## src/core/ccd_pkg.sv

```systemverilog
// ccd_pkg: constants, types and header layout for the card command decoder
// assumes the byte link below it delivers whole bytes on the core clock
// Function
// - pin unblock: INS 2C, P1 00, length 10h, unblock code then new PIN
// - pin unblock P2: 00 first PIN, 02 second PIN
// - disable 04 and re-enable 44: zero parameters, zero length, no data
// - random challenge CE, length 0A, card returns 10 byte challenge
// - first auth 40, length 14: challenge plus seed, 4 byte response
// - second auth 42, length 0E: host response plus seed, 4 bytes back
// - cipher key derivation 46, length 0A, no data in, 10 bytes out
// - common key unseal 48, record in P1, length 11, key plus identifier
// - unseal 4A, 4C, 50 with length 1B: key, version, seed
// - modified group key 4E, length 04, P2 01 or 02, 10 bytes out
// - key store 52 and 54, length 11, P1 names target record
// - fetchable response data only after first auth or selection
// - fetch must follow its command directly, else technical problem
// - fetch allowed as first command, returns root selection data
// - byte bit 8 is most significant, bit 1 least
// - reserved bytes sent as 00, reserved bits as 0
// - access conditions in selection bytes 9 to 11, one nibble each
// - success with no pending data gives 90 00
// - success with pending data gives 9F and the data length
// - write after X retries gives 92 0X, memory problem 92 40
// - wrong class gives 6E 00
// - unknown instruction gives 6D 00
// - wrong length gives 67 with the correct length
// - technical problem status is 6F 00
package ccd_pkg;
  localparam logic [7:0] CCD_CLA_RST    = 8'hA0;
  localparam logic [7:0] CCD_INS_UNBLK  = 8'h2C;
  localparam logic [7:0] CCD_INS_DIS    = 8'h04;
  localparam logic [7:0] CCD_INS_REEN   = 8'h44;
  localparam logic [7:0] CCD_INS_RAND   = 8'hCE;
  localparam logic [7:0] CCD_INS_AUTH1  = 8'h40;
  localparam logic [7:0] CCD_INS_AUTH2  = 8'h42;
  localparam logic [7:0] CCD_INS_CKD    = 8'h46;
  localparam logic [7:0] CCD_INS_CKU    = 8'h48;
  localparam logic [7:0] CCD_INS_GKU    = 8'h4A;
  localparam logic [7:0] CCD_INS_SKU    = 8'h4C;
  localparam logic [7:0] CCD_INS_MGK    = 8'h4E;
  localparam logic [7:0] CCD_INS_GSKU   = 8'h50;
  localparam logic [7:0] CCD_INS_SKS    = 8'h52;
  localparam logic [7:0] CCD_INS_GKS    = 8'h54;
  localparam logic [7:0] CCD_INS_FETCH  = 8'hC0;
  localparam logic [7:0] CCD_LEN_UNBLK  = 8'h10;
  localparam logic [7:0] CCD_LEN_RAND   = 8'h0A;
  localparam logic [7:0] CCD_LEN_AUTH1  = 8'h14;
  localparam logic [7:0] CCD_LEN_AUTH2  = 8'h0E;
  localparam logic [7:0] CCD_LEN_KEY    = 8'h11;
  localparam logic [7:0] CCD_LEN_UNSEAL = 8'h1B;
  localparam logic [7:0] CCD_LEN_MGK    = 8'h04;
  localparam logic [7:0] CCD_LEN_RES    = 8'h04;
  localparam logic [7:0] CCD_P2_PIN1    = 8'h00;
  localparam logic [7:0] CCD_P2_PIN2    = 8'h02;
  localparam logic [7:0] CCD_P2_REC1    = 8'h01;
  localparam logic [7:0] CCD_P2_REC2    = 8'h02;
  localparam logic [7:0] CCD_SW1_OK     = 8'h90;
  localparam logic [7:0] CCD_SW1_DATA   = 8'h9F;
  localparam logic [7:0] CCD_SW1_MEM    = 8'h92;
  localparam logic [7:0] CCD_SW2_MEMERR = 8'h40;
  localparam logic [7:0] CCD_SW1_LEN    = 8'h67;
  localparam logic [7:0] CCD_SW1_PAR    = 8'h6B;
  localparam logic [7:0] CCD_SW1_INS    = 8'h6D;
  localparam logic [7:0] CCD_SW1_CLA    = 8'h6E;
  localparam logic [7:0] CCD_SW1_TECH   = 8'h6F;
  localparam logic [7:0] CCD_SW2_NONE   = 8'h00;
  localparam logic [7:0] CCD_ROOT_LEN   = 8'h16;
  localparam logic [23:0] CCD_ACC_RST   = 24'h000000;
  localparam logic [7:0] CCD_RFU_A      = 8'h00;
  localparam logic [7:0] CCD_RFU_B      = 8'h01;
  localparam logic [7:0] CCD_RFU_C      = 8'h07;
  localparam logic [7:0] CCD_ACC_B9     = 8'h08;
  localparam logic [7:0] CCD_ACC_B10    = 8'h09;
  localparam logic [7:0] CCD_ACC_B11    = 8'h0A;
  localparam logic [7:0] CCD_OFS_CTRL   = 8'h00;
  localparam logic [7:0] CCD_OFS_ROOT   = 8'h04;
  localparam logic [7:0] CCD_OFS_ACC    = 8'h08;
  localparam logic [7:0] CCD_OFS_RES    = 8'h0C;
  localparam logic [7:0] CCD_OFS_STAT   = 8'h10;
  localparam logic [7:0] CCD_OFS_CMDD   = 8'h14;
  localparam logic [7:0] CCD_OFS_RSPD   = 8'h18;
  localparam logic [7:0] CCD_OFS_PTR    = 8'h1C;
  localparam int         CCD_RES_MEM    = 4;
  localparam int         CCD_HDR_LAST   = 4;

  typedef struct packed {
    logic [7:0] cla;
    logic [7:0] ins;
    logic [7:0] p1;
    logic [7:0] p2;
    logic [7:0] p3;
  } ccd_hdr_t;

  typedef struct packed {
    logic       known;
    logic       p_ok;
    logic       data_in;
    logic [7:0] exp_len;
    logic [7:0] out_len;
  } ccd_info_t;

  typedef enum logic [2:0] {
    S_HDR = 3'b000,
    S_CHK = 3'b001,
    S_ACK = 3'b010,
    S_RXD = 3'b011,
    S_FW  = 3'b100,
    S_TXD = 3'b101,
    S_SW1 = 3'b110,
    S_SW2 = 3'b111
  } ccd_state_t;
endpackage

```

## src/core/ccd_buf.sv

```systemverilog
// ccd_buf: byte store, one write port, one asynchronous read port
// assumes writer and reader share the core clock
`timescale 1ns/1ns
`default_nettype none
module ccd_buf #(
  parameter int DEPTH = 32,
  parameter int AW    = 5
) (
  input  wire logic          clk_i,
  input  wire logic          we_i,
  input  wire logic [AW-1:0] waddr_i,
  input  wire logic [7:0]    wdata_i,
  input  wire logic [AW-1:0] raddr_i,
  output logic      [7:0]    rdata_o
);
  logic [7:0] mem_q [DEPTH];
  // no reset: a fetch as first command sends root bytes read before any write
  always_ff @(posedge clk_i) begin
    if (we_i) begin
      mem_q[waddr_i] <= wdata_i;
    end
  end
  assign rdata_o = mem_q[raddr_i];
endmodule
`default_nettype wire

```

## src/core/ccd_cmd_table.sv

```systemverilog
// ccd_cmd_table: header to command shape lookup
// assumes a fully captured header; pure combinational
`timescale 1ns/1ns
`default_nettype none
module ccd_cmd_table (
  input  wire ccd_pkg::ccd_hdr_t  hdr_i,
  output var  ccd_pkg::ccd_info_t info_o
);
  import ccd_pkg::*;
  wire p00 = (hdr_i.p1 == 8'h00) && (hdr_i.p2 == 8'h00);
  wire p2z = (hdr_i.p2 == 8'h00);
  always_comb begin
    info_o = '0;
    info_o.known = 1'b1;
    info_o.p_ok  = p00;
    case (hdr_i.ins)
      CCD_INS_UNBLK: begin
        info_o.p_ok    = (hdr_i.p1 == 8'h00) &&
                         (hdr_i.p2 == CCD_P2_PIN1 || hdr_i.p2 == CCD_P2_PIN2);
        info_o.data_in = 1'b1;
        info_o.exp_len = CCD_LEN_UNBLK;
      end
      CCD_INS_DIS, CCD_INS_REEN: info_o.exp_len = 8'h00;
      CCD_INS_RAND: begin
        info_o.exp_len = CCD_LEN_RAND;
        info_o.out_len = CCD_LEN_RAND;
      end
      CCD_INS_AUTH1: begin
        info_o.data_in = 1'b1;
        info_o.exp_len = CCD_LEN_AUTH1;
      end
      CCD_INS_AUTH2: begin
        info_o.data_in = 1'b1;
        info_o.exp_len = CCD_LEN_AUTH2;
        info_o.out_len = CCD_LEN_RES;
      end
      CCD_INS_CKD: begin
        info_o.exp_len = CCD_LEN_RAND;
        info_o.out_len = CCD_LEN_RAND;
      end
      CCD_INS_CKU, CCD_INS_SKS, CCD_INS_GKS: begin
        info_o.p_ok    = p2z;
        info_o.data_in = 1'b1;
        info_o.exp_len = CCD_LEN_KEY;
      end
      CCD_INS_GKU, CCD_INS_SKU, CCD_INS_GSKU: begin
        info_o.data_in = 1'b1;
        info_o.exp_len = CCD_LEN_UNSEAL;
      end
      CCD_INS_MGK: begin
        info_o.p_ok    = (hdr_i.p1 == 8'h00) &&
                         (hdr_i.p2 == CCD_P2_REC1 || hdr_i.p2 == CCD_P2_REC2);
        info_o.data_in = 1'b1;
        info_o.exp_len = CCD_LEN_MGK;
        info_o.out_len = CCD_LEN_RAND;
      end
      CCD_INS_FETCH: info_o.exp_len = 8'h00;
      default: info_o.known = 1'b0;
    endcase
  end
endmodule
`default_nettype wire

```

## src/core/ccd_core.sv

```systemverilog
// ccd_core: card command decoder with classic wishbone register slave
// assumes a byte link on clk_i below and firmware on wishbone above
`timescale 1ns/1ns
`default_nettype none
module ccd_core #(
  parameter int DEPTH = 32,
  parameter int AW    = 5
) (
  input  wire logic        clk_i,
  input  wire logic        rst_i,
  input  wire logic        rx_valid_i,
  input  wire logic [7:0]  rx_data_i,
  output logic             tx_valid_o,
  output logic      [7:0]  tx_data_o,
  input  wire logic        tx_ready_i,
  input  wire logic        wb_cyc_i,
  input  wire logic        wb_stb_i,
  input  wire logic        wb_we_i,
  input  wire logic [7:0]  wb_adr_i,
  input  wire logic [3:0]  wb_sel_i,
  input  wire logic [31:0] wb_dat_i,
  output logic      [31:0] wb_dat_o,
  output logic             wb_ack_o,
  output logic             fw_req_o
);
  import ccd_pkg::*;

  ////////////////////////////////////////////////////////////////////////
  // state
  ccd_state_t state_q, state_d;
  ccd_hdr_t   hdr_q;
  ccd_info_t  info;
  logic [7:0] cnt_q, cnt_d;
  logic [7:0] sw1_q, sw2_q;
  logic [7:0] cla_q, root_len_q, fetch_len_q;
  logic [23:0] acc_q;
  logic       fetch_av_q, fetch_root_q, fw_done_q, ld_q;
  logic [7:0] tx_q;
  logic [AW-1:0] cmd_ridx_q, rsp_widx_q;
  logic [7:0] ack_q;
  logic       wb_ack_q;
  logic [31:0] wb_dat_q;

  ccd_cmd_table u_tab (
    .hdr_i  (hdr_q),
    .info_o (info)
  );

  ////////////////////////////////////////////////////////////////////////
  // bus decode
  wire        wb_req   = wb_cyc_i && wb_stb_i;
  wire        wb_edge  = wb_req && wb_ack_q;
  wire        wb_wr    = wb_edge && wb_we_i && wb_sel_i[0];
  wire        wb_rd    = wb_edge && !wb_we_i;
  wire        wr_ctrl  = wb_wr && (wb_adr_i == CCD_OFS_CTRL);
  wire        wr_root  = wb_wr && (wb_adr_i == CCD_OFS_ROOT);
  wire        wr_acc   = wb_wr && (wb_adr_i == CCD_OFS_ACC);
  wire        wr_res   = wb_wr && (wb_adr_i == CCD_OFS_RES);
  wire        wr_rspd  = wb_wr && (wb_adr_i == CCD_OFS_RSPD);
  wire        wr_ptr   = wb_wr && (wb_adr_i == CCD_OFS_PTR);
  wire        rd_cmdd  = wb_rd && (wb_adr_i == CCD_OFS_CMDD);
  wire        res_go   = wr_res && (state_q == S_FW);
  wire        res_mem  = wb_dat_i[CCD_RES_MEM];
  wire [3:0]  res_try  = wb_dat_i[3:0];

  ////////////////////////////////////////////////////////////////////////
  // buffers
  wire           rx_fire = rx_valid_i && (state_q == S_RXD);
  wire [7:0]     cmd_rd, rsp_rd;
  ccd_buf #(.DEPTH(DEPTH), .AW(AW)) u_cmd (
    .clk_i   (clk_i),
    .we_i    (rx_fire),
    .waddr_i (cnt_q[AW-1:0]),
    .wdata_i (rx_data_i),
    .raddr_i (cmd_ridx_q),
    .rdata_o (cmd_rd)
  );
  ccd_buf #(.DEPTH(DEPTH), .AW(AW)) u_rsp (
    .clk_i   (clk_i),
    .we_i    (wr_rspd),
    .waddr_i (rsp_widx_q),
    .wdata_i (wb_dat_i[7:0]),
    .raddr_i (cnt_q[AW-1:0]),
    .rdata_o (rsp_rd)
  );

  ////////////////////////////////////////////////////////////////////////
  // command flow
  wire       is_fetch = (hdr_q.ins == CCD_INS_FETCH);
  wire       send     = (state_q == S_ACK) || (state_q == S_TXD) ||
                        (state_q == S_SW1) || (state_q == S_SW2);
  wire       tx_fire  = tx_valid_o && tx_ready_i;
  wire [7:0] out_n    = is_fetch ? hdr_q.p3 : info.out_len;
  wire       cla_bad  = (hdr_q.cla != cla_q);
  wire       fet_len  = (hdr_q.p3 == 8'h00) || (hdr_q.p3 > fetch_len_q);
  wire       len_bad  = is_fetch ? fet_len : (hdr_q.p3 != info.exp_len);
  wire [7:0] len_fix  = is_fetch ? fetch_len_q : info.exp_len;
  wire       chk_ok   = !cla_bad && info.known && info.p_ok && !len_bad &&
                        !(is_fetch && !fetch_av_q);

  always_comb begin
    state_d = state_q;
    cnt_d   = cnt_q;
    case (state_q)
      S_HDR: begin
        if (rx_valid_i) begin
          cnt_d = (cnt_q == 8'(CCD_HDR_LAST)) ? 8'h00 : cnt_q + 8'h01;
          if (cnt_q == 8'(CCD_HDR_LAST)) begin
            state_d = S_CHK;
          end
        end
      end
      S_CHK: begin
        if (!chk_ok) begin
          state_d = S_SW1;
        end else if (is_fetch || info.data_in) begin
          state_d = S_ACK;
        end else begin
          state_d = S_FW;
        end
      end
      S_ACK: begin
        if (tx_fire) begin
          state_d = (info.data_in && !fw_done_q) ? S_RXD : S_TXD;
        end
      end
      S_RXD: begin
        if (rx_valid_i) begin
          cnt_d = cnt_q + 8'h01;
          if (cnt_q == info.exp_len - 8'h01) begin
            state_d = S_FW;
            cnt_d   = 8'h00;
          end
        end
      end
      S_FW: begin
        if (res_go) begin
          state_d = (info.out_len != 8'h00) ? S_ACK : S_SW1;
        end
      end
      S_TXD: begin
        if (tx_fire) begin
          cnt_d = cnt_q + 8'h01;
          if (cnt_q == out_n - 8'h01) begin
            state_d = S_SW1;
            cnt_d   = 8'h00;
          end
        end
      end
      S_SW1: begin
        if (tx_fire) begin
          state_d = S_SW2;
        end
      end
      S_SW2: begin
        if (tx_fire) begin
          state_d = S_HDR;
        end
      end
      default: state_d = S_HDR;
    endcase
  end

  // byte to send; reserved and access fields of root data are forced here
  logic [7:0] tx_byte;
  always_comb begin
    tx_byte = 8'h00;
    case (state_q)
      S_ACK: tx_byte = hdr_q.ins;
      S_TXD: begin
        tx_byte = rsp_rd;
        if (fetch_root_q && is_fetch) begin
          if (cnt_q == CCD_RFU_A || cnt_q == CCD_RFU_B || cnt_q == CCD_RFU_C) begin
            tx_byte = 8'h00;
          end else if (cnt_q == CCD_ACC_B9) begin
            tx_byte = acc_q[23:16];
          end else if (cnt_q == CCD_ACC_B10) begin
            tx_byte = acc_q[15:8];
          end else if (cnt_q == CCD_ACC_B11) begin
            tx_byte = acc_q[7:0];
          end
        end
      end
      S_SW1: tx_byte = sw1_q;
      S_SW2: tx_byte = sw2_q;
      default: tx_byte = 8'h00;
    endcase
  end

  always_ff @(posedge clk_i) begin
    if (rst_i) begin
      state_q <= S_HDR;
      cnt_q   <= 8'h00;
      hdr_q   <= '0;
      ld_q    <= 1'b0;
      tx_q    <= 8'h00;
    end else begin
      state_q <= state_d;
      cnt_q   <= cnt_d;
      if (state_q == S_HDR && rx_valid_i) begin
        hdr_q <= {hdr_q[31:0], rx_data_i};
      end
      if (tx_fire) begin
        ld_q <= 1'b0;
      end else if (send && !ld_q) begin
        ld_q <= 1'b1;
        tx_q <= tx_byte;
      end
    end
  end
  assign tx_valid_o = send && ld_q;
  assign tx_data_o  = tx_q;
  assign fw_req_o   = (state_q == S_FW);

  ////////////////////////////////////////////////////////////////////////
  // status words and fetch sequencing
  always_ff @(posedge clk_i) begin
    if (rst_i) begin
      sw1_q        <= CCD_SW1_OK;
      sw2_q        <= CCD_SW2_NONE;
      fetch_av_q   <= 1'b1;
      fetch_root_q <= 1'b1;
      fetch_len_q  <= CCD_ROOT_LEN;
      fw_done_q    <= 1'b0;
    end else begin
      if (state_q == S_HDR) begin
        fw_done_q <= 1'b0;
      end
      if (state_q == S_CHK) begin
        fetch_av_q <= 1'b0;
        sw2_q      <= CCD_SW2_NONE;
        if (fetch_root_q && !is_fetch) begin
          fetch_root_q <= 1'b0;
        end
        if (cla_bad) begin
          sw1_q <= CCD_SW1_CLA;
        end else if (!info.known) begin
          sw1_q <= CCD_SW1_INS;
        end else if (is_fetch && !fetch_av_q) begin
          sw1_q <= CCD_SW1_TECH;
        end else if (!info.p_ok) begin
          sw1_q <= CCD_SW1_PAR;
        end else if (len_bad) begin
          sw1_q <= CCD_SW1_LEN;
          sw2_q <= len_fix;
        end else begin
          sw1_q <= CCD_SW1_OK;
        end
      end
      if (res_go) begin
        fw_done_q <= 1'b1;
        if (res_mem) begin
          sw1_q <= CCD_SW1_MEM;
          sw2_q <= CCD_SW2_MEMERR;
        end else if (res_try != 4'h0) begin
          sw1_q <= CCD_SW1_MEM;
          sw2_q <= {4'h0, res_try};
        end else if (hdr_q.ins == CCD_INS_AUTH1) begin
          sw1_q       <= CCD_SW1_DATA;
          sw2_q       <= CCD_LEN_RES;
          fetch_av_q  <= 1'b1;
          fetch_len_q <= CCD_LEN_RES;
        end else begin
          sw1_q <= CCD_SW1_OK;
          sw2_q <= CCD_SW2_NONE;
        end
      end
      if (wr_root && fetch_root_q) begin
        fetch_len_q <= wb_dat_i[7:0];
      end
    end
  end

  ////////////////////////////////////////////////////////////////////////
  // register slave
  logic [31:0] rd_mux;
  always_comb begin
    rd_mux = 32'h0000_0000;
    case (wb_adr_i)
      CCD_OFS_CTRL: rd_mux = {24'h000000, cla_q};
      CCD_OFS_ROOT: rd_mux = {24'h000000, root_len_q};
      CCD_OFS_ACC:  rd_mux = {8'h00, acc_q};
      CCD_OFS_STAT: rd_mux = {3'h0, state_q, fetch_av_q, fw_req_o,
                              hdr_q.p2, hdr_q.p1, hdr_q.ins};
      CCD_OFS_CMDD: rd_mux = {24'h000000, cmd_rd};
      default:      rd_mux = 32'h0000_0000;
    endcase
  end

  always_ff @(posedge clk_i) begin
    if (rst_i) begin
      wb_ack_q   <= 1'b0;
      wb_dat_q   <= 32'h0000_0000;
      cla_q      <= CCD_CLA_RST;
      root_len_q <= CCD_ROOT_LEN;
      acc_q      <= CCD_ACC_RST;
      cmd_ridx_q <= '0;
      rsp_widx_q <= '0;
    end else begin
      wb_ack_q <= wb_req && !wb_ack_q;
      if (wb_req && !wb_ack_q) begin
        wb_dat_q <= rd_mux;
      end
      if (wr_ctrl) begin
        cla_q <= wb_dat_i[7:0];
      end
      if (wr_root) begin
        root_len_q <= wb_dat_i[7:0];
      end
      if (wr_acc) begin
        acc_q <= wb_dat_i[23:0];
      end
      if (wr_ptr) begin
        cmd_ridx_q <= '0;
        rsp_widx_q <= '0;
      end else begin
        if (rd_cmdd) begin
          cmd_ridx_q <= cmd_ridx_q + 1'b1;
        end
        if (wr_rspd) begin
          rsp_widx_q <= rsp_widx_q + 1'b1;
        end
      end
    end
  end
  assign wb_ack_o = wb_ack_q;
  assign wb_dat_o = wb_dat_q;
endmodule
`default_nettype wire

```

## config.mk

```make
export PLATFORM = sky130hd
export DESIGN_NAME = ccd_core
export DESIGN_NICKNAME = d
export VERILOG_FILES = /design/src/core/ccd_pkg.sv /design/src/core/ccd_buf.sv /design/src/core/ccd_cmd_table.sv /design/src/core/ccd_core.sv
export SDC_FILE = /design/constraint.sdc
export NUM_CORES = 1
export LEC_CHECK = 0
export CAP_MARGIN = 20
export CELL_PAD_IN_SITES_DETAIL_PLACEMENT = 0
export CELL_PAD_IN_SITES_GLOBAL_PLACEMENT = 1
export CORE_ASPECT_RATIO = 0.7
export CORE_MARGIN = 10
export CORE_UTILIZATION = 48
export CTS_CLUSTER_SIZE = 24
export DETAILED_ROUTE_END_ITERATION = 10
export DONT_BUFFER_PORTS = 1
export HOLD_SLACK_MARGIN = 0.06
export PLACE_DENSITY_LB_ADDON = 0.15
export SYNTH_ARGS = -nofsm -noshare
export SYNTH_HDL_FRONTEND = slang
export SYNTH_SLANG_ARGS = --single-unit
```

## constraint.sdc

```tcl
create_clock -name clk_i -period 3.6 [get_ports clk_i]
set_clock_uncertainty 0.05 [all_clocks]
set_input_delay 0.18 -clock clk_i [delete_from_list [all_inputs] [get_ports clk_i]]
set_output_delay 0.18 -clock clk_i [all_outputs]
set_load 0.1 [all_outputs]
```

==> flow_summary.toml <==
[status]
outcome = "finished, final reports clean"

[clocking]
cts-root-buf = "clkbuf_16"
insertion_delay_ps = 610
cts_tree = "yes"
cts_sinks = 687
htreeDepth = 3
clk_path_buf_depth = 3
path_clk_slew_ps = 60
cts_buffers = 67

[worst_setup_path]
cp-start-kind = "register"
worst-path-buf-inv = 2
slowest_delay_ps = 580
path_cells = "buf_4 -> or4b_4 -> or4_4 -> and4_1 -> o22ai_1 -> a2bb2oi_2 -> o21ai_0 -> a311oi_1 -> dlygate4sd3_1"
cp_data_arrival_time_ps = 3920
cp-end-kind = "register"
critPathTopFamily = "simple AND/OR/NAND/NOR gates"
crit_slowest_cell = "dlygate4sd3_1"
worst-setup-path-type = "reg -> reg"
path_max_fanout = 6
required_ps = 4110

[timing]
finalHoldViolCount = 0
worst_slew_pin_slew_ps = 1090
setup_viol = 0
slew_violations = 0
fin_setup_tns_ps = 0
slew_headroom_pct = 27.1
rsz0062_at_grt = "true"
fmax_mhz = 293
fin_crit_sh_pct = 94.8
final.min_clock_period_ps = 3410
holdWs_ps = 92.2

[finish]
drive_above_1_share_pct = 20.0
fin_nets = 2262
syn_to_final_growth_pct = 18.4
finalNonFillerCells = 3048
finish.utilization_pct = 57.2

[floorplan]
core-area_mm2 = 0.0598
boundaryPins = 102
start_util_pct = 48.3
die_h_um = 225
rows = 75
die-area_mm2 = 0.0705
dieWidth_um = 313

[flow_run]
drv_cap = 0

[routing]
wl_mm = 78.9
drt_iter0_markers = 1662
via_per_inst = 5.91
antenna_left = 0
route.detailed.drc = 0
vias = 18000
first_pass_iters = 5
wl_per_cell_um = 25.9

[power]
leakage_nw = 11.3
power.density_mw_per_mm2 = 509
ir_drop_mv = 0.408

[placement]
numPlacedInstances = 2797
dpl.hpwl_mm = 50.4
gp_congestion = 0.901
port-buffer-count = 0

[synth]
syn_area_per_cell_um2 = 14.4
synth_area_mm2 = 0.0289
synth_flop_cell = "edfxtp_1"
yosysWarnings = 0
synth_seq_cells = 687
syn_inst = 2011
async_reset_ff_share_pct = 0
ys_seq_area_share_pct = 65.4
synth_cell_types = 81
synth_enable_flop_cells = 512

[global_routing]
grt_max_degree = 80
antenna_found_initial = 3
grt_util_all_layers_pct = 22.3
grt_first_pass_wirelength_mm = 118
overflow = 0
grt_pass1_vias = 17800

[worst_hold_path]
min_path_type = "in -> reg"
cell usage in the layout (no fill, tap or decap), types with 17 or more instances in the layout:
| master | netlist | final |
|---|---|---|
| inv_1 | 25 | 25 |
| nor3_1 | 30 | 25 |
| a22oi_1 | 38 | 38 |
| nand2_1 | 219 | 218 |
| nor2_1 | 196 | 196 |
| mux2i_1 | 37 | 37 |
| ha_1 | 19 | 19 |
| clkbuf_16 | 0 | 67 |
| mux4_2 | 160 | 160 |
| buf_12 | 0 | 25 |
| a211oi_1 | 18 | 17 |
| dlygate4sd3_1 | 0 | 108 |
| edfxtp_1 | 512 | 512 |
| nand3_1 | 39 | 38 |
| dfxtp_1 | 175 | 171 |
| o21ai_0 | 35 | 35 |
| xor2_1 | 25 | 24 |
| buf_4 | 3 | 107 |
| a21oi_1 | 126 | 126 |
tightest hold or removal path: cells and delay by family:
kind / cells / cell delay [ps]
and+or+nand+nor: 5 / 360
buffers and inverters: 1 / 160
layer usage:
layer / track usage (%) / wire length, µm
met1: 33.5 / 35900
met2: 32.7 / 35100
met3: 4.88 / 6240
met4: 5.63 / 1650
met5: 0 / 13
power by group:
group          internal, mW  switching [mW]  leakage [nW]
Combinational         0.549           0.761          4.14
Sequential             8.56           0.142          6.02
Clock                  4.27            3.12          1.12
Total                  13.4            4.02          11.3
sequential cells by signal, summed over array words and instances (netlist names), 8 cells and up, named ones only:
register	count
u_cmd.mem_q	256
u_rsp.mem_q	256
hdr_q	40
wb_dat_o	29
acc_q	24
cla_q	8
cnt_q	8
fetch_len_q	8
root_len_q	8
sw2_q	8
tx_data_o	8
path summary, 6_finish.rpt:
check	start	endpoint	slack [ps]	cells after the start
worst min-delay path	wb_adr_i[6]	fw_done_q$_SDFFE_PP0P_	90	6
worst min register to register	fetch_len_q[1]$_SDFFE_PP1P_	fetch_len_q[1]$_SDFFE_PP1P_	410	2
worst max-delay path	hdr_q[24]$_SDFFE_PP0P_	sw1_q[0]$_SDFFE_PP0P_	190	9
worst max register to register	hdr_q[24]$_SDFFE_PP0P_	sw1_q[0]$_SDFFE_PP0P_	190	9
synthesized netlist by cell type (6+ instances only):
cell / count / area share [%]
dfxtp_1: 175 / 12
nor4_1: 13 / 0.28
clkbuf_1: 99 / 1.3
nand4_1: 10 / 0.22
inv_1: 25 / 0.32
a22oi_1: 38 / 0.99
xnor2_1: 12 / 0.36
or3_1: 10 / 0.22
buf_1: 26 / 0.34
buf_2: 9 / 0.16
nand2_1: 219 / 2.8
and2_1: 6 / 0.13
nor2b_1: 12 / 0.26
and3_1: 13 / 0.28
edfxtp_1: 512 / 53
a31oi_1: 6 / 0.13
mux4_2: 160 / 12
nor3_1: 30 / 0.52
mux2i_1: 37 / 1.3
a211o_1: 6 / 0.18
nor2_1: 196 / 2.5
nand3b_1: 9 / 0.23
ha_1: 19 / 0.82
a211oi_1: 18 / 0.47
a2111oi_0: 7 / 0.21
o21ai_0: 35 / 0.61
nand3_1: 39 / 0.68
xor2_1: 25 / 0.76
nand2b_1: 8 / 0.17
a21oi_1: 126 / 2.2
area by class of cell:
class / instances / area [µm²]
fill: 4775 / 25600
sequential: 687 / 18900
multi-input combinational: 1161 / 9480
timing repair buffer: 241 / 2410
clock buffer: 82 / 1770
tap: 808 / 1010
clock inverter: 41 / 543
inverter: 26 / 97.6
antenna: 2 / 5.00
cell families (layout without fill, tap and decap cells):
family	count (synthesis)	after routing	share of synthesized area [%]
flops	687	687	65.4
simple gates	603	603	9.62
compound gates	298	298	6.88
mux	201	201	13.9
buf+inv	165	390	2.27
xor+xnor	37	37	1.12
fa+ha+maj	19	19	0.823
other cells	1	5	0.0130
through the flow:
step	area, µm²	total power [mW]	setup slack, ps
3_5_place_dp	30400	9.94	37.0
4_1_cts	34100	17.5	0.393
6_report	34200	17.4	187
3_3_place_gp	30400	9.93	153
2_1_floorplan	28900	9.60	24.0
5_1_grt	34200	18.0	-23.1
what timing repair did:
action,4_1_cts,5_1_grt
gates resized for setup,0,15
buffers inserted,0,1
setup endpoints to repair,0,18
hold buffers,125,0
hold endpoints to repair,687,0
(Power assumes the default switching activity.)
